### src/rtl/epd_pkg.sv
/*
 Package for the encoder pulse output divider: widths, reset values and
 direction encodings.
 Assumes one core clock at 250 MHz and that every input to the block is
 synchronous to that clock.
*/
package epd_pkg;
   // ---------------------------------------------------------------
   // Divider settings
   // ---------------------------------------------------------------
   localparam int          EPD_DIV_W      = 16;
   localparam logic [15:0] EPD_DIV_MIN    = 16'h0001;
   localparam logic [15:0] EPD_DIV_MAX    = 16'h8000;
   localparam logic [15:0] EPD_DIV_INIT   = 16'h0001;
   localparam int          EPD_ACC_W      = 17;
   // ---------------------------------------------------------------
   // Timing and output channel count
   // ---------------------------------------------------------------
   localparam int          EPD_CLK_MHZ    = 250;
   localparam int          EPD_JITTER_US  = 33;
   localparam int          EPD_JITTER_CYC = EPD_JITTER_US * EPD_CLK_MHZ;
   localparam int          EPD_OUT_CHANS  = 5;
   // ---------------------------------------------------------------
   // Direction of output pulses
   // ---------------------------------------------------------------
   typedef enum logic {EPD_DIR_NORMAL, EPD_DIR_INVERT} epd_dir_t;
endpackage

### src/rtl/epd_step_if.sv
/*
 Interface carrying divided count steps from the divider core to the
 quadrature output stage.
 Assumes a single clock domain shared by both ends.
*/
`timescale 1ns/100ps
interface epd_step_if;
   logic step;
   logic up;
   modport core (output step, output up);
   modport sink (input step, input up);
endinterface

### src/rtl/epd_accum.sv
/*
 Fractional divider accumulator: turns encoder counts into a thinned
 stream of output steps.
 Assumes settings are stable while counts arrive and num is at most den.
*/
`timescale 1ns/100ps
module epd_accum
   import epd_pkg::*;
(
   // Clock, reset and enable
   input  wire logic                 core_clk,
   input  wire logic                 rst_n,
   input  wire logic                 clk_en,
   // Settings
   input  wire logic [EPD_DIV_W-1:0] num,
   input  wire logic [EPD_DIV_W-1:0] den,
   input  wire logic                 clear,
   // Encoder counts
   input  wire logic                 cnt_pulse,
   input  wire logic                 cnt_up,
   // Steps out
   epd_step_if.core                  st
);
   logic [EPD_ACC_W-1:0] acc_q;
   logic [EPD_ACC_W-1:0] sum;
   logic [EPD_ACC_W-1:0] dif;

   // Up counts add num, down counts subtract; window is [0, den)
   always_comb
   begin
      sum = acc_q + {1'b0, num};
      dif = acc_q - {1'b0, num};
   end

   // Steps land only on whole input counts, hence the jitter
   // Accumulator, one output step per crossing of den
   always_ff @(posedge core_clk or negedge rst_n)
   begin
      if (!rst_n)
      begin
         acc_q   <= '0;
         st.step <= 1'b0;
         st.up   <= 1'b1;
      end
      else if (clk_en)
      begin
         st.step <= 1'b0;
         if (clear)
            acc_q <= '0;
         else if (cnt_pulse && cnt_up)
         begin
            st.up <= 1'b1;
            if (sum >= {1'b0, den})
            begin
               acc_q   <= sum - {1'b0, den};
               st.step <= 1'b1;
            end
            else
               acc_q <= sum;
         end
         else if (cnt_pulse)
         begin
            st.up <= 1'b0;
            if (acc_q < {1'b0, num})
            begin
               acc_q   <= dif + {1'b0, den};
               st.step <= 1'b1;
            end
            else
               acc_q <= dif;
         end
      end
   end

   // Accumulator never leaves its window while num <= den
   a_acc_window: assert property (@(posedge core_clk) disable iff (!rst_n)
      acc_q < {1'b0, den} || $changed(den))
      else $error("accumulator out of range");
endmodule

### src/rtl/epd_top.sv
/*
 Encoder pulse output divider: re-emits encoder feedback to the host as
 line-driver pairs and an open-collector index pulse, phases A and B scaled by num/den.
 Assumes encoder counts arrive decoded as count pulses with direction,
 all inputs synchronous to core_clk, and that the host side follows the
 settings discipline (servo off while changing, num no greater than den).
*/
`timescale 1ns/100ps

// What this block does
// - Drive phase A and its complement as a differential pair.
// - Drive phase B and its complement as a differential pair.
// - Drive the index signal and its complement as a differential pair.
// - Send absolute position serial data on its own differential pair.
// - Provide the Z pulse on an open-collector output.
// - Exactly five encoder-related output signals face the host.
// - A setting inverts the direction of the output pulses.
// - Output pulses equal encoder pulses times numerator over denominator.
// - Numerator accepted from 1 to 32768, initial value 1.
// - Denominator accepted from 1 to 32768, initial value 1.
// - Output timing may jitter up to 33 us; host must tolerate it.
// - Basic setup loads divider values with the encoder's pulse count.
module epd_top
   import epd_pkg::*;
#(
   parameter int DIV_W = EPD_DIV_W
)
(
   // Clock, reset, enable
   input  wire logic             core_clk,
   input  wire logic             rst_n,
   input  wire logic             clk_en,
   // Encoder side
   input  wire logic             enc_cnt_pulse,
   input  wire logic             enc_cnt_up,
   input  wire logic             enc_index,
   input  wire logic             enc_abs_data,
   // Settings
   input  wire logic             servo_on,
   input  wire logic             set_strobe,
   input  wire logic [DIV_W-1:0] set_numerator,
   input  wire logic [DIV_W-1:0] set_denominator,
   input  wire logic             set_direction,
   input  wire logic             basic_setup,
   input  wire logic [DIV_W-1:0] setup_pulse_count,
   // Host outputs, five encoder signals in all
   output logic                  phase_a_out_pos,
   output logic                  phase_a_out_neg,
   output logic                  phase_b_out_pos,
   output logic                  phase_b_out_neg,
   output logic                  index_out_pos,
   output logic                  index_out_neg,
   output logic                  abs_position_out_pos,
   output logic                  abs_position_out_neg,
   output logic                  z_pulse_out,
   output logic                  z_pulse_oe,
   // Setting status
   output logic [DIV_W-1:0]      divider_numerator,
   output logic [DIV_W-1:0]      divider_denominator,
   output logic                  output_direction_setting,
   output logic                  set_rejected
);
   import epd_pkg::*;

   // ---------------------------------------------------------------
   // Settings
   // ---------------------------------------------------------------
   logic num_ok;
   logic den_ok;
   logic set_take;
   logic upd_q;

   // Out-of-range values are refused rather than clipped
   assign num_ok   = set_numerator >= EPD_DIV_MIN &&
                     set_numerator <= EPD_DIV_MAX;
   assign den_ok   = set_denominator >= EPD_DIV_MIN &&
                     set_denominator <= EPD_DIV_MAX;
   // Settings only land while the servo is off
   assign set_take = set_strobe && !servo_on && num_ok && den_ok;

   // Divider registers; basic setup wins over an ordinary write
   always_ff @(posedge core_clk or negedge rst_n)
   begin
      if (!rst_n)
      begin
         divider_numerator   <= EPD_DIV_INIT;
         divider_denominator <= EPD_DIV_INIT;
      end
      else if (clk_en)
      begin
         if (basic_setup && !servo_on &&
             setup_pulse_count >= EPD_DIV_MIN &&
             setup_pulse_count <= EPD_DIV_MAX)
         begin
            divider_numerator   <= setup_pulse_count;
            divider_denominator <= setup_pulse_count;
         end
         else if (set_take)
         begin
            divider_numerator   <= set_numerator;
            divider_denominator <= set_denominator;
         end
      end
   end

   // Direction setting, also held while the servo runs
   always_ff @(posedge core_clk or negedge rst_n)
   begin
      if (!rst_n)
         output_direction_setting <= EPD_DIR_NORMAL;
      else if (clk_en && set_strobe && !servo_on)
         output_direction_setting <= set_direction;
   end

   // Rejection flag for a write that did not land
   always_ff @(posedge core_clk or negedge rst_n)
   begin
      if (!rst_n)
         set_rejected <= 1'b0;
      else if (clk_en && set_strobe)
         set_rejected <= !set_take;
   end

   // One-cycle flag to restart the accumulator after new settings
   always_ff @(posedge core_clk or negedge rst_n)
   begin
      if (!rst_n)
         upd_q <= 1'b0;
      else if (clk_en)
         upd_q <= set_take || (basic_setup && !servo_on);
   end

   // ---------------------------------------------------------------
   // Divider core
   // ---------------------------------------------------------------
   epd_step_if st_if ();

   epd_accum u_accum (
      .core_clk  (core_clk),
      .rst_n     (rst_n),
      .clk_en    (clk_en),
      .num       (divider_numerator),
      .den       (divider_denominator),
      .clear     (upd_q),
      .cnt_pulse (enc_cnt_pulse),
      .cnt_up    (enc_cnt_up),
      .st        (st_if.core)
   );

   // ---------------------------------------------------------------
   // Quadrature output
   // ---------------------------------------------------------------
   logic [1:0] quad_q;
   logic       fwd;

   // Inversion reverses step direction, so the other phase leads
   assign fwd = st_if.up ^ output_direction_setting;

   // Gray sequence 00-01-11-10; one step moves exactly one phase
   always_ff @(posedge core_clk or negedge rst_n)
   begin
      if (!rst_n)
         quad_q <= 2'h0;
      else if (clk_en && st_if.step)
      begin
         if (fwd)
            quad_q <= {quad_q[0], ~quad_q[1]};
         else
            quad_q <= {~quad_q[0], quad_q[1]};
      end
   end

   // Line-driver pairs, registered so both halves switch together
   always_ff @(posedge core_clk or negedge rst_n)
   begin
      if (!rst_n)
      begin
         phase_a_out_pos      <= 1'b0;
         phase_a_out_neg      <= 1'b1;
         phase_b_out_pos      <= 1'b0;
         phase_b_out_neg      <= 1'b1;
         index_out_pos        <= 1'b0;
         index_out_neg        <= 1'b1;
         abs_position_out_pos <= 1'b0;
         abs_position_out_neg <= 1'b1;
      end
      else if (clk_en)
      begin
         phase_a_out_pos      <= quad_q[0];
         phase_a_out_neg      <= ~quad_q[0];
         phase_b_out_pos      <= quad_q[1];
         phase_b_out_neg      <= ~quad_q[1];
         index_out_pos        <= enc_index;
         index_out_neg        <= ~enc_index;
         abs_position_out_pos <= enc_abs_data;
         abs_position_out_neg <= ~enc_abs_data;
      end
   end

   // Open collector: pull low while Z is active, otherwise release
   always_ff @(posedge core_clk or negedge rst_n)
   begin
      if (!rst_n)
      begin
         z_pulse_out <= 1'b0;
         z_pulse_oe  <= 1'b0;
      end
      else if (clk_en)
      begin
         z_pulse_out <= 1'b0;
         z_pulse_oe  <= enc_index;
      end
   end

   // ---------------------------------------------------------------
   // Checks
   // ---------------------------------------------------------------
   a_pair_a_comp: assert property (@(posedge core_clk) disable iff (!rst_n)
      phase_a_out_pos != phase_a_out_neg)
      else $error("phase A pair not complementary");
   a_pair_b_comp: assert property (@(posedge core_clk) disable iff (!rst_n)
      phase_b_out_pos != phase_b_out_neg)
      else $error("phase B pair not complementary");
   a_index_follow: assert property (@(posedge core_clk) disable iff (!rst_n)
      clk_en |=> index_out_pos == $past(enc_index))
      else $error("index pair does not follow encoder");
   a_abs_follow: assert property (@(posedge core_clk) disable iff (!rst_n)
      clk_en |=> abs_position_out_pos != abs_position_out_neg &&
      abs_position_out_pos == $past(enc_abs_data))
      else $error("position data pair wrong");
   a_z_opencoll: assert property (@(posedge core_clk) disable iff (!rst_n)
      !z_pulse_out and
      (clk_en |=> z_pulse_oe == $past(enc_index)))
      else $error("Z output not open collector");
   a_quad_gray: assert property (@(posedge core_clk) disable iff (!rst_n)
      $countones(quad_q ^ $past(quad_q)) <= 1)
      else $error("quadrature skipped a state");
   a_servo_hold: assert property (@(posedge core_clk) disable iff (!rst_n)
      servo_on && $past(servo_on) |-> $stable(divider_numerator))
      else $error("numerator changed with servo on");
   a_num_range: assert property (@(posedge core_clk) disable iff (!rst_n)
      divider_numerator >= EPD_DIV_MIN &&
      divider_numerator <= EPD_DIV_MAX)
      else $error("numerator out of range");
   a_den_range: assert property (@(posedge core_clk) disable iff (!rst_n)
      divider_denominator >= EPD_DIV_MIN &&
      divider_denominator <= EPD_DIV_MAX)
      else $error("denominator out of range");
endmodule

### config.mk
export PLATFORM = sky130hd
export DESIGN_NAME = epd_top
export DESIGN_NICKNAME = d
export VERILOG_FILES = /design/src/rtl/epd_pkg.sv /design/src/rtl/epd_step_if.sv /design/src/rtl/epd_accum.sv /design/src/rtl/epd_top.sv
export SDC_FILE = /design/constraint.sdc
export NUM_CORES = 1
export LEC_CHECK = 0
export BUFFER_PORTS_ARGS = -buffer_cell sky130_fd_sc_hd__buf_4
export CORE_UTILIZATION = 55
export DETAILED_ROUTE_END_ITERATION = 10
export MAX_ROUTING_LAYER = met4
export PLACE_DENSITY = 0.78
export RECOVER_POWER = 100
export SETUP_SLACK_MARGIN = 0.1
export SYNTH_ARGS = -nofsm -noshare
export SYNTH_HDL_FRONTEND = slang
export SYNTH_SLANG_ARGS = --single-unit
export TNS_END_PERCENT = 1
### constraint.sdc
create_clock -name core_clk -period 6.5 [get_ports core_clk]
set_clock_uncertainty 0.05 [all_clocks]
set_input_delay 0.325 -clock core_clk [delete_from_list [all_inputs] [get_ports core_clk]]
set_output_delay 0.325 -clock core_clk [all_outputs]
set_load 0.005 [all_outputs]
After elaboration in Yosys (flattened, before gate mapping)
Index checks and enable logic that the tools add are counted.

cells by class
  add/subtract/negate cells = 4
  $lt $le $gt $ge = 8
  multiplexer cells = 17
  bitwise operators = 6
  reductions and logical operators = 21

operator list
  cell                                                                 count
  2-to-1 mux 17 bit                                                    5
  2-to-1 mux 16 bit                                                    4
  greater-or-equal comparator 16 x 1 -> 1 bit (second input constant)  3
  <= comparator 16 bit (second input constant)                         3
  adder 17 x 16 -> 17 bit                                              2
  subtractor 17 x 16 -> 17 bit                                         2
  greater-or-equal comparator 17 x 16 -> 1 bit                         1
  < comparator 17 x 16 -> 1 bit                                        1
  logical AND 1 bit                                                    12
  2-to-1 mux 1 bit                                                     7
  inverter 1 bit                                                       5
  AND reduction 2 bit                                                  2
  nonzero test 2 bit                                                   2
  AND reduction 3 bit                                                  1
  nonzero test 3 bit                                                   1
  logical NOT 1 bit                                                    2
  2-to-1 mux 2 bit                                                     1
  logical OR 1 bit                                                     1
  bitwise XOR 1 bit                                                    1

word-level totals
  flip-flop bits (word level) = 64
  input bits = 59
  output and inout bits = 44
  logic and storage cells = 73

Depth between registers and ports, before layout
Gate-level depths: netlist of run 1.

  depth after elaboration = 6
  mapped depth = 21

Modules after synthesis
A second synthesis of run 1 with hierarchy kept.

second synthesis, totals
  cells, all modules = 759
  area total of the unflattened synthesis = 6,806.5 um^2

by module, submodules not included
  module     times used  cells each  area each (um^2)  sequential area each (um^2)
  epd_accum  1           581         4,356.7           476.7
  epd_top    1           178         2,449.8           1,133.6

Worst setup path before layout of run 1
Ideal clock, no wire load.

  path type = register to register
  start = register divider_numerator[1]
  end = register u_accum.acc_q[1]
  library setup time = 0.126 ns
  data arrival time = 3.958 ns
  data required time = 6.324 ns
  setup slack = 2.366 ns
  cell stages (with the launch flop) = 19
  period minus slack after synthesis = 4.134 ns
  cells stage by stage = dfrtp_1 inv_1 ha_1 nor2b_1 o311ai_1 a31oi_1 a31o_2 o41ai_1 xnor2_1 ha_1 nand3_1 or4_1 o21ai_0 and4bb_1 buf_6 buf_6 nand2_1 o21ai_1 a221o_1

on the way
  cells in the longest elaborated chain, start to end = 6
  elaborated cells on any way between the ends = 11
  those cells by class = 4 x add/sub; 2 x order compare; 5 x mux

RTL lines
  item                          RTL line         source
  start: declaration            epd_top.sv:58    output logic [DIV_W-1:0] divider_numerator,
  start signal: assignment      epd_top.sv:95    divider_numerator <= setup_pulse_count;
  start signal: assignment      epd_top.sv:100   divider_numerator <= set_numerator;
  subtractor 17 x 16 -> 17 bit  epd_accum.sv:32  dif = acc_q - {1'b0, num};
  adder 17 x 16 -> 17 bit       epd_accum.sv:66  acc_q <= dif + {1'b0, den};
  2-to-1 mux 17 bit             epd_accum.sv:64  if (acc_q < {1'b0, num})
  2-to-1 mux 17 bit             epd_accum.sv:61  else if (cnt_pulse)
  2-to-1 mux 17 bit *           epd_accum.sv:50  else if (cnt_pulse && cnt_up)
  2-to-1 mux 17 bit *           epd_accum.sv:48  if (clear)
  end signal: assignment        epd_accum.sv:55  acc_q <= sum - {1'b0, den};
  end signal: assignment        epd_accum.sv:59  acc_q <= sum;
  end signal: assignment        epd_accum.sv:66
  end: declaration              epd_accum.sv:24  logic [EPD_ACC_W-1:0] acc_q;

Mark *: on every way between the ends. The rest lies on a longest branch, timed or not. The select of a mux whose other input is x is not followed.
A chain may end at the register's enable or synchronous reset.

Final worst setup path of run 1
  start = input port setup_pulse_count[6]
  end = register divider_numerator[2]

on the way
  cells in the longest elaborated chain, start to end = 5
  elaborated cells on any way between the ends = 7
  those cells by class = 2 x order compare; 1 x mux; 4 x reduce/logical

RTL lines
  item                                         RTL line       source
  start: declaration                           epd_top.sv:45  input wire logic [DIV_W-1:0] setup_pulse_count,
  greater-or-equal comparator 16 x 1 -> 1 bit  epd_top.sv:92  setup_pulse_count >= EPD_DIV_MIN &&
  logical AND 1 bit                            epd_top.sv:91  if (basic_setup && !servo_on &&
  logical AND 1 bit *                          epd_top.sv:92
  nonzero test 2 bit (no line)                 -
  AND reduction 2 bit (no line)                -

Mark *: on every way between the ends. The rest lies on a longest branch, timed or not.

==> metrics.log, run 1 <==
[metrics] number of buffers created by CTS: 9
[metrics] worst endpoint data arrival time: roughly 5.4 ns
[metrics] count of cell types in the netlist: 71
[metrics] count of flip-flops with a built-in enable after synthesis: 0
[metrics] placer congestion estimate: 0.934
[metrics] number of antenna violations at the first check in global routing: 0
[metrics] horizontal extent of the die: 110 µm
[metrics] initial standard-cell utilization of the core: 56.3%
[metrics] routed len/inst: 19.2 µm
[metrics] RSZ-0062 raised after global routing: no
[metrics] maximum clock rate: 189 MHz
[metrics] startpoint-to-endpoint class of the critical path: in -> reg
[metrics] Max-Slew Margin vs Limit: -133%
[metrics] number of design rule violations left after detail routing: 0
[metrics] post-CTS setup buffer count: 0
[metrics] DRT antenna net count: 0
[metrics] final setup violation count: 0
[metrics] Synth Instances: 778
[metrics] max-slew violation count: 153
[metrics] net count of the mapped netlist: 905
[metrics] violated checks: max-capacitance violations, max-slew violations
[metrics] TritonCTS clock tree: built
[metrics] count of filler cells inserted in the layout: 978
[metrics] final routed wirelength across all metal layers: 19,400 µm
[metrics] worst-margin pin slew: between 3 and 4 ns
[metrics] Die Outline Area: 12,100 µm²
[metrics] number of vias in the routed layout: 6,125
[metrics] # Max-Cap Violations: 3
[metrics] Clock Root Buffer: clkbuf_16
[metrics] cts hold-fix bufs: 0
[metrics] count of final hold-check violations: 0
[metrics] Max clock buf depth: 2
[metrics] maximum resistive drop on vdd: 0.000474 V
[metrics] routing usage on met1: ~48%
[metrics] met2 demand-to-capacity share in global routing: 50.4%
[metrics] worst min-delay path class: in -> reg
[metrics] area of the multi-input gates: 4410 µm²
[metrics] ratio of total power to cell area: 617 nW/µm²
[metrics] remaining global-route overflow: 0
[metrics] largest net degree at the start of global routing: 65
[metrics] nets: 991
[metrics] most crowded layer after global routing: met2
[metrics] H-tree Lvls: 3
[metrics] dominant register cell in the synthesized netlist: dfrtp_1
[metrics] share of Yosys cell area claimed by the top area cell type: 22.2%
[metrics] router iterations before antenna repair: 7
[metrics] share of layout cells above drive strength 1: ~15%
[metrics] Sw Pwr: 2.31 mW
[metrics] final antenna diode count: 0
[metrics] element type at the critical path end: register
[metrics] netlist area before placement: 6420 µm²
[metrics] static power due to leakage: 3.69 nW
[metrics] Switching Fraction: 50.1%
[metrics] count of warnings emitted by yosys: 0
[metrics] detailed placement HPWL: 15,600 µm
[metrics] cell type of the slowest stage on the worst timing path: clkbuf_1
[metrics] synthesis-stage register bit count: 64
[metrics] mean area per synthesized cell: between 8 and 9 µm²
[metrics] input/output buffers: slightly above 100
[metrics] data required time at the worst endpoint: 6.57 ns
[metrics] Worst path max stage delay: 1.42 ns
[metrics] fraction of registers with async set or reset after synthesis: 100%
[metrics] type of origin of the critical path: primary input
[metrics] share of total power in sequential cells: between 10% and 20%
[metrics] average via count per standard cell: between 6 and 7
[metrics] number of design-rule violations left by the first detailed-router iteration: 555
[metrics] top-level port count: 103
[metrics] GRT Overall Usage: between 30% and 40%
[metrics] most repeated library cell on the critical path: clkbuf_1
[metrics] number of placement rows: 39
[metrics] Worst Reg-to-Reg Cells: 17
[metrics] area leader, netlist: dfrtp_1
[metrics] Int Pwr: ~2.3 mW
[metrics] maximum fanout encountered on the critical timing path: 53
[metrics] sequential fraction of the synthesis area: approximately a quarter
[metrics] clock share of power: 10.8%
[metrics] worst-path cell chain: clkbuf_1, nor4_1, nand4_1, xor2_1, nand2_1, clkbuf_1, inv_1, o21ai_0, clkbuf_1, o21ai_0
[metrics] Core ar.: 11,400 µm²
[metrics] Layout area overhead: 16.4%
[metrics] final clock period utilization by the worst path: between 80% and 90%
[metrics] vias in the first global route: 5,687
[metrics] logic gate share of total power: 74.9%
[metrics] CTS clk-pin slew, worst paths: 0.06 ns
[metrics] min Tclk post-route: 5.28 ns
[metrics] fin util: 65.5%
[metrics] leading cell types by total area after synthesis: dfrtp_1, ha_1, mux2i_1
[metrics] footprint of the flip-flops and latches: 1610 µm²
[metrics] result of the run: finished with violations
[metrics] setup slack, reg-to-reg: 1.25 ns
[metrics] die boundary height: 110 µm
[metrics] latest clock arrival within the worst-skew pair: 0.34 ns
[metrics] setup TNS: 0 ns
[metrics] first-pass GRT wire length: 30,000 µm
[metrics] worst hold path cell count: 2
[metrics] global-route met3 utilization: under 10%
[metrics] Sink Count: 64
[metrics] total of cells resized after clock tree synthesis: 0
flip-flops by register name (all words and copies together) (netlist names), 2 cells and up:
| register | cells |
|---|---|
| divider_numerator | 16 |
| divider_denominator | 16 |
| u_accum.acc_q | 17 |
| quad_q | 2 |
logic make-up (layout without fill, tap and decap cells):
family / after synthesis / in the layout / synth area share, %
adder cells (fa/ha/maj): 68 / 68 / 13.7
AND/OR/NAND/NOR: 210 / 210 / 15.6
other: 1 / 1 / 0.0584
flip-flops: 64 / 64 / 25.1
multiplexers: 60 / 60 / 9.66
AO/OA/AOI/OAI: 226 / 226 / 22.0
XOR/XNOR: 56 / 56 / 7.63
buffers and inverters: 93 / 184 / 6.31
per-layer routing:
layer	up-vias	wire length, µm
met5	-	0
met4	0	479
met3	31	1410
met2	264	8260
met1	2885	9280
li1	2945	-
power by group through the flow:
stage          clock network, mW  logic, mW  registers (mW)
2_1_floorplan                  0       2.65           0.608
3_3_place_gp                   0       3.29           0.658
3_5_place_dp                   0       3.38           0.663
4_1_cts                    0.503       3.41           0.658
5_1_grt                    0.517       3.79           0.674
6_report                   0.496       3.45           0.660
worst paths after layout:
check	startpoint	end
hold reg to reg	phase_b_out_neg$_DFFE_PN1P_	phase_b_out_neg$_DFFE_PN1P_
min in group asynchronous	rst_n	u_accum.acc_q[13]$_DFFE_PN0P_
setup reg to reg	divider_numerator[4]$_DFFE_PN0P_	u_accum.acc_q[0]$_DFFE_PN0P_
max in group asynchronous	rst_n	divider_numerator[3]$_DFFE_PN0P_
setup / recovery	setup_pulse_count[6]	divider_numerator[2]$_DFFE_PN0P_
hold / removal	enc_abs_data	abs_position_out_neg$_DFFE_PN1P_
layout make-up:
type,count,area share [%]
sequential,64,21.5
clock buffer,9,3.01
timing repair buffer,104,9.84
multi-input combinational,621,59.0
inverter,64,3.21
clock inverter,7,1.04
tap,143,2.39
worst max-delay path, delay by kind of cell:
family | cells | cell delay (ns)
buf+inv | 4 | 2.91
simple gates | 3 | 0.67
compound gates | 2 | 1.23
xor+xnor | 1 | 0.21
cell usage in the layout, fill, tap and decap left out, types with 8 or more instances in the layout:
master,count
mux2i_1,47
clkbuf_4,35
xor2_1,15
clkbuf_1,12
buf_4,57
nor2b_1,9
inv_1,64
xnor2_1,41
a21oi_1,55
nand2_1,70
nand2b_1,11
nor3_1,14
ha_1,64
mux2_2,11
nor2_1,56
o21ai_0,75
nand3_1,8
o21bai_1,8
nor4_1,12
dfrtp_1,57
clkbuf_16,9
a21o_1,12
synthesized netlist by cell type (all sizes together) (3+ instances only):
cell type  instances
a211oi             6
a21boi             3
a21o              12
a21oi             55
a22oi              7
a31oi              7
and2               3
buf               15
clkbuf            14
dfrtp             57
dfstp              7
fa                 4
ha                64
inv               64
mux2              13
mux2i             47
nand2             70
nand2b            11
nand3              8
nand4              6
nor2              58
nor2b              9
nor3              15
nor3b              3
nor4              12
o211ai             5
o21a               7
o21ai             78
o21bai             8
o22ai              4
o31a               4
o31ai              6
or3                5
xnor2             41
xor2              15
per-stage QoR:
| step | total power, mW | instances | instance area [µm²] | setup WS, ns | hold WS [ns] |
|---|---|---|---|---|---|
| final | 4.61 | 1012 | 7480 | 1.22 | 0.0880 |
| after detailed placement | 4.04 | 996 | 7230 | 1.31 | 0.408 |
| after global routing | 4.98 | 1012 | 7480 | 0.574 | 0.0874 |
| after floorplan | 3.26 | 778 | 6420 | 2.37 | -0.0206 |
| after global placement | 3.95 | 996 | 7230 | 1.50 | 0.402 |
| after CTS | 4.57 | 1012 | 7540 | 1.27 | 0.0705 |
Note: power is estimated with default switching activity, not from simulation.
==> run 2: changes to the inputs <==
--- a/config.mk
+++ b/config.mk
@@ -5,11 +5,12 @@
 export SDC_FILE = /design/constraint.sdc
 export NUM_CORES = 1
 export LEC_CHECK = 0
+export ABC_AREA = 1
 export BUFFER_PORTS_ARGS = -buffer_cell sky130_fd_sc_hd__buf_4
-export CORE_UTILIZATION = 55
+export CORE_UTILIZATION = 54
 export DETAILED_ROUTE_END_ITERATION = 10
 export MAX_ROUTING_LAYER = met4
-export PLACE_DENSITY = 0.78
+export PLACE_DENSITY = 0.79
 export RECOVER_POWER = 100
 export SETUP_SLACK_MARGIN = 0.1
 export SYNTH_ARGS = -nofsm -noshare
==> constraint.sdc (replaced) <==
create_clock -name core_clk -period 4.4 [get_ports core_clk]
set_clock_uncertainty 0.05 [all_clocks]
set_input_delay 0.22 -clock core_clk [delete_from_list [all_inputs] [get_ports core_clk]]
set_output_delay 0.22 -clock core_clk [all_outputs]
set_load 0.005 [all_outputs]
==> metrics.log, run 2 <==
[metrics] result of the run: finished with violations
[metrics] violated checks: design-rule violations, max-capacitance violations, max-slew violations
[metrics] Clock Root Buffer: clkbuf_16
[metrics] GRT Overall Usage: 34.0% (-0.33 points)
[metrics] mean area per synthesized cell: 6.31 µm² (-24%)
[metrics] top-level port count: 103 (unchanged)
[metrics] remaining global-route overflow: 0 (unchanged)
[metrics] count of final hold-check violations: 0 (unchanged)
[metrics] Synth Instances: 1,181 (+52%)
[metrics] fraction of registers with async set or reset after synthesis: 100% (unchanged)
[metrics] count of flip-flops with a built-in enable after synthesis: 0 (unchanged)
[metrics] CTS clk-pin slew, worst paths: 0.06 ns (about the same)
[metrics] first-pass GRT wire length: 36,600 µm (+22%)
[metrics] fin util: 63.6% (-1.9 points)
[metrics] area leader, netlist: dfrtp_1
[metrics] synthesis-stage register bit count: 64 (unchanged)
[metrics] leading cell types by total area after synthesis: dfrtp_1, nand2_1, ha_1
[metrics] Cell Area, Placed: 8200 µm² (+13%)
[metrics] maximum fanout encountered on the critical timing path: 18 (-66%)
[metrics] nets: 1,383 (+40%)
[metrics] setup TNS: 0 ns (unchanged)
[metrics] maximum resistive drop on vdd: 0.000330 V (-30%)
[metrics] input/output buffers: 101 (unchanged)
[metrics] max-slew violation count: 144 (-5.9%)
[metrics] horizontal extent of the die: 119 µm (+8.5%)
[metrics] Sw Pwr: 4.34 mW (+88%)
[metrics] element type at the critical path end: register
[metrics] largest registers in the final layout: u_accum.acc_q: 17 flops, divider_denominator: 16 flops, divider_numerator: 16 flops
[metrics] placer congestion estimate: 1.08 (+15%)
[metrics] count of cell types in the netlist: 45 (-37%)
[metrics] ratio of total power to cell area: 909 nW/µm² (+47%)
[metrics] global-route met3 utilization: 3.54% (-1.9 points)
[metrics] worst min-delay path class: in -> reg
[metrics] logic gate share of total power: 76.8% (+1.9 points)
[metrics] footprint of the flip-flops and latches: 1610 µm² (unchanged)
[metrics] final antenna diode count: 0 (unchanged)
[metrics] post-synthesis share of cell area spent on and, or, nand and nor gates: 38.3% (+23 points)
[metrics] die boundary height: 119 µm (+8.5%)
[metrics] worst-margin pin slew: 1.97 ns (-1.52 ns)
[metrics] RSZ-0062 raised after global routing: no
[metrics] count of filler cells inserted in the layout: 1,299 (+33%)
[metrics] Max-Slew Margin vs Limit: -31.8% (+100 points)
[metrics] Switching Fraction: 56.3% (+6.2 points)
[metrics] share of total power in sequential cells: 12.7% (-1.6 points)
[metrics] startpoint-to-endpoint class of the critical path: reg -> reg
[metrics] vias in the first global route: 7,427 (+31%)
[metrics] Power, Total: 7.71 mW (+67%)
[metrics] # Max-Cap Violations: 3 (unchanged)
[metrics] Max clock buf depth: 2 (unchanged)
[metrics] number of design-rule violations left by the first detailed-router iteration: 772 (+39%)
[metrics] final routed wirelength across all metal layers: 22,700 µm (+17%)
[metrics] Die Outline Area: 14,300 µm² (+18%)
[metrics] post-CTS setup buffer count: 0 (unchanged)
[metrics] number of buffers created by CTS: 9 (unchanged)
[metrics] dominant combinational cell family by area after synthesis: simple AND/OR/NAND/NOR gates
[metrics] synthesized-area fraction occupied by xor and xnor cells: 4.11% (-3.5 points)
[metrics] number of vias in the routed layout: 8,009 (+31%)
[metrics] sequential fraction of the synthesis area: 21.6% (-3.5 points)
[metrics] net count of the mapped netlist: 1,308 (+45%)
[metrics] cell type of the slowest stage on the worst timing path: dfstp_1
[metrics] number of flip-flops in the largest register: 17 (unchanged)
[metrics] final setup violation count: 0 (unchanged)
[metrics] share of cell area taken by muxes after synthesis: 0.151% (-9.5 points)
[metrics] TritonCTS clock tree: built
[metrics] area of the multi-input gates: 4940 µm² (+12%)
[metrics] data required time at the worst endpoint: 4.58 ns (-1.99 ns)
[metrics] Core ar.: 13,300 µm² (+17%)
[metrics] worst-path cell chain: ha_1, inv_1, fa_1, inv_1, nand2_1, nand2_1, nand3_1, nand2_2, xor2_1, ha_1, a21oi_1, o21ai_1, a21oi_1, nand2_1, nand2_1, nand3_4, nand2_1, nand3_1, nand2_1, nand2_1
[metrics] compound-cell area share of the yosys netlist: 12.4% (-9.6 points)
[metrics] register with the highest flop count: u_accum.acc_q
[metrics] cell area after layout: 8490 µm² (+14%)
[metrics] router iterations before antenna repair: 8 (+1)
[metrics] largest net degree at the start of global routing: 65 (unchanged)
[metrics] number of antenna violations at the first check in global routing: 0 (unchanged)
[metrics] worst endpoint data arrival time: 4.19 ns (-1.17 ns)
[metrics] met2 demand-to-capacity share in global routing: 52.3% (+1.9 points)
[metrics] routing usage on met1: 45.0% (-3.2 points)
[metrics] share of layout cells above drive strength 1: 13.2% (-2.1 points)
[metrics] Worst path max stage delay: 0.60 ns (-0.82 ns)
[metrics] Synth Area in Adders: 11.8% (-1.9 points)
[metrics] DRT antenna net count: 0 (unchanged)
[metrics] count of warnings emitted by yosys: 0 (unchanged)
[metrics] Int Pwr: 3.37 mW (+46%)
[metrics] initial standard-cell utilization of the core: 55.8% (-0.43 points)
[metrics] min Tclk post-route: 4.00 ns
[metrics] most repeated library cell on the critical path: nand2_1
[metrics] netlist area before placement: 7450 µm² (+16%)
[metrics] most frequent cell after synthesis: nand2_1
[metrics] clock share of power: 10.6% (-0.2 points)
[metrics] H-tree Lvls: 3 (unchanged)
[metrics] most frequent cells in the layout: nand2_1, inv_1, nand3_1
[metrics] most crowded layer after global routing: met2
[metrics] static power due to leakage: 4.71 nW (+28%)
[metrics] final clock period utilization by the worst path: 91.0%
[metrics] routed len/inst: 15.8 µm (-18%)
[metrics] detailed placement HPWL: 18,400 µm (+18%)
[metrics] dominant register cell in the synthesized netlist: dfrtp_1
[metrics] Sink Count: 64 (unchanged)
[metrics] latest clock arrival within the worst-skew pair: 0.35 ns (about the same)
[metrics] maximum clock rate: 250 MHz
[metrics] number of design rule violations left after detail routing: 2 (+2)
[metrics] average via count per standard cell: 5.57 (-7.9%)
[metrics] number of placement rows: 42 (+7.7%)
[metrics] Layout area overhead: 13.9%
[metrics] share of Yosys cell area claimed by the top area cell type: 19.1% (-3.1 points)
[metrics] type of origin of the critical path: register
[metrics] most common library cell in the layout ignoring fill and taps: nand2_1
[metrics] top cell types by occurrence after synthesis: nand2_1, inv_1, nand3_1, nor2_1, a21oi_1
## run 2: cells by family (layout without fill, tap and decap cells)
logic type,count (synthesis),after routing
and+or+nand+nor,640,640
buffers and inverters,203,283
AOI/OAI and AO/OA,169,169
adders and majority gates,68,68
DFF,64,64
xor gates and xnor gates,35,35
other,1,1
muxes,1,1
## run 2: timing repair
| item | 4_1_cts | 5_1_grt |
|---|---|---|
| gates resized for setup | 0 | 0 |
| hold buffers | 2 | 0 |
| endpoints found under the hold margin | 58 | 0 |
## run 2: metal layers
metal | vias up | part of all wire [%]
li1 | 3982 | -
met1 | 3598 | 44
met2 | 371 | 44
met3 | 58 | 8.5
met4 | 0 | 3.6
met5 | - | 0
## run 2: critical path, delay by kind of cell, from the launching register on
family	cells	cell delay (ns)
XOR/XNOR	1	0.32
AND/OR/NAND/NOR	11	1.37
flip-flops	1	0.60
AO/OA/AOI/OAI	3	0.46
adder cells (fa/ha/maj)	3	0.95
buffers and inverters	2	0.12
## run 2: area by class of cell
class / instances / area share, %
Clock buffer: 10 / 2.82
Clock inverter: 6 / 1.06
Inverter: 160 / 7.08
Multi-Input combinational cell: 914 / 58.3
Sequential cell: 64 / 19.0
Tap cell: 176 / 2.59
Timing Repair Buffer: 107 / 9.23
## run 2: final timing paths
check	startpoint	end	slack, ns	depth (start not counted)
max	divider_numerator[0]$_DFFE_PN1P_	u_accum.acc_q[8]$_DFFE_PN0P_	0.40	20
min	set_strobe	set_rejected$_DFFE_PN0P_	0.04	2
max reg2reg	divider_numerator[0]$_DFFE_PN1P_	u_accum.acc_q[8]$_DFFE_PN0P_	0.40	20
min reg2reg	quad_q[1]$_DFFE_PN0P_	phase_b_out_neg$_DFFE_PN1P_	0.43	1
max in group asynchronous	rst_n	divider_denominator[5]$_DFFE_PN0P_	2.55	2
min in group asynchronous	rst_n	u_accum.acc_q[5]$_DFFE_PN0P_	0.77	2
## run 2: power groups by stage
stage                     clock (mW)  combinational (mW)  sequential, mW
final                          0.816                5.92           0.976
after global routing           0.844                6.57           0.989
after CTS                      0.819                5.93           0.967
after detailed placement           0                5.89           0.970
after global placement             0                5.81           0.970
after floorplan                    0                4.64           0.887
## run 2: stage by stage
stage / setup WS, ns / hold WS [ns] / cells
after detailed placement: 0.497 / 0.318 / 1419
after global routing: 0.0905 / 0.0403 / 1437
after floorplan: 1.09 / -0.126 / 1181
after CTS: 0.497 / 0.0289 / 1437
final: 0.395 / 0.0352 / 1437
after global placement: 0.481 / 0.316 / 1419
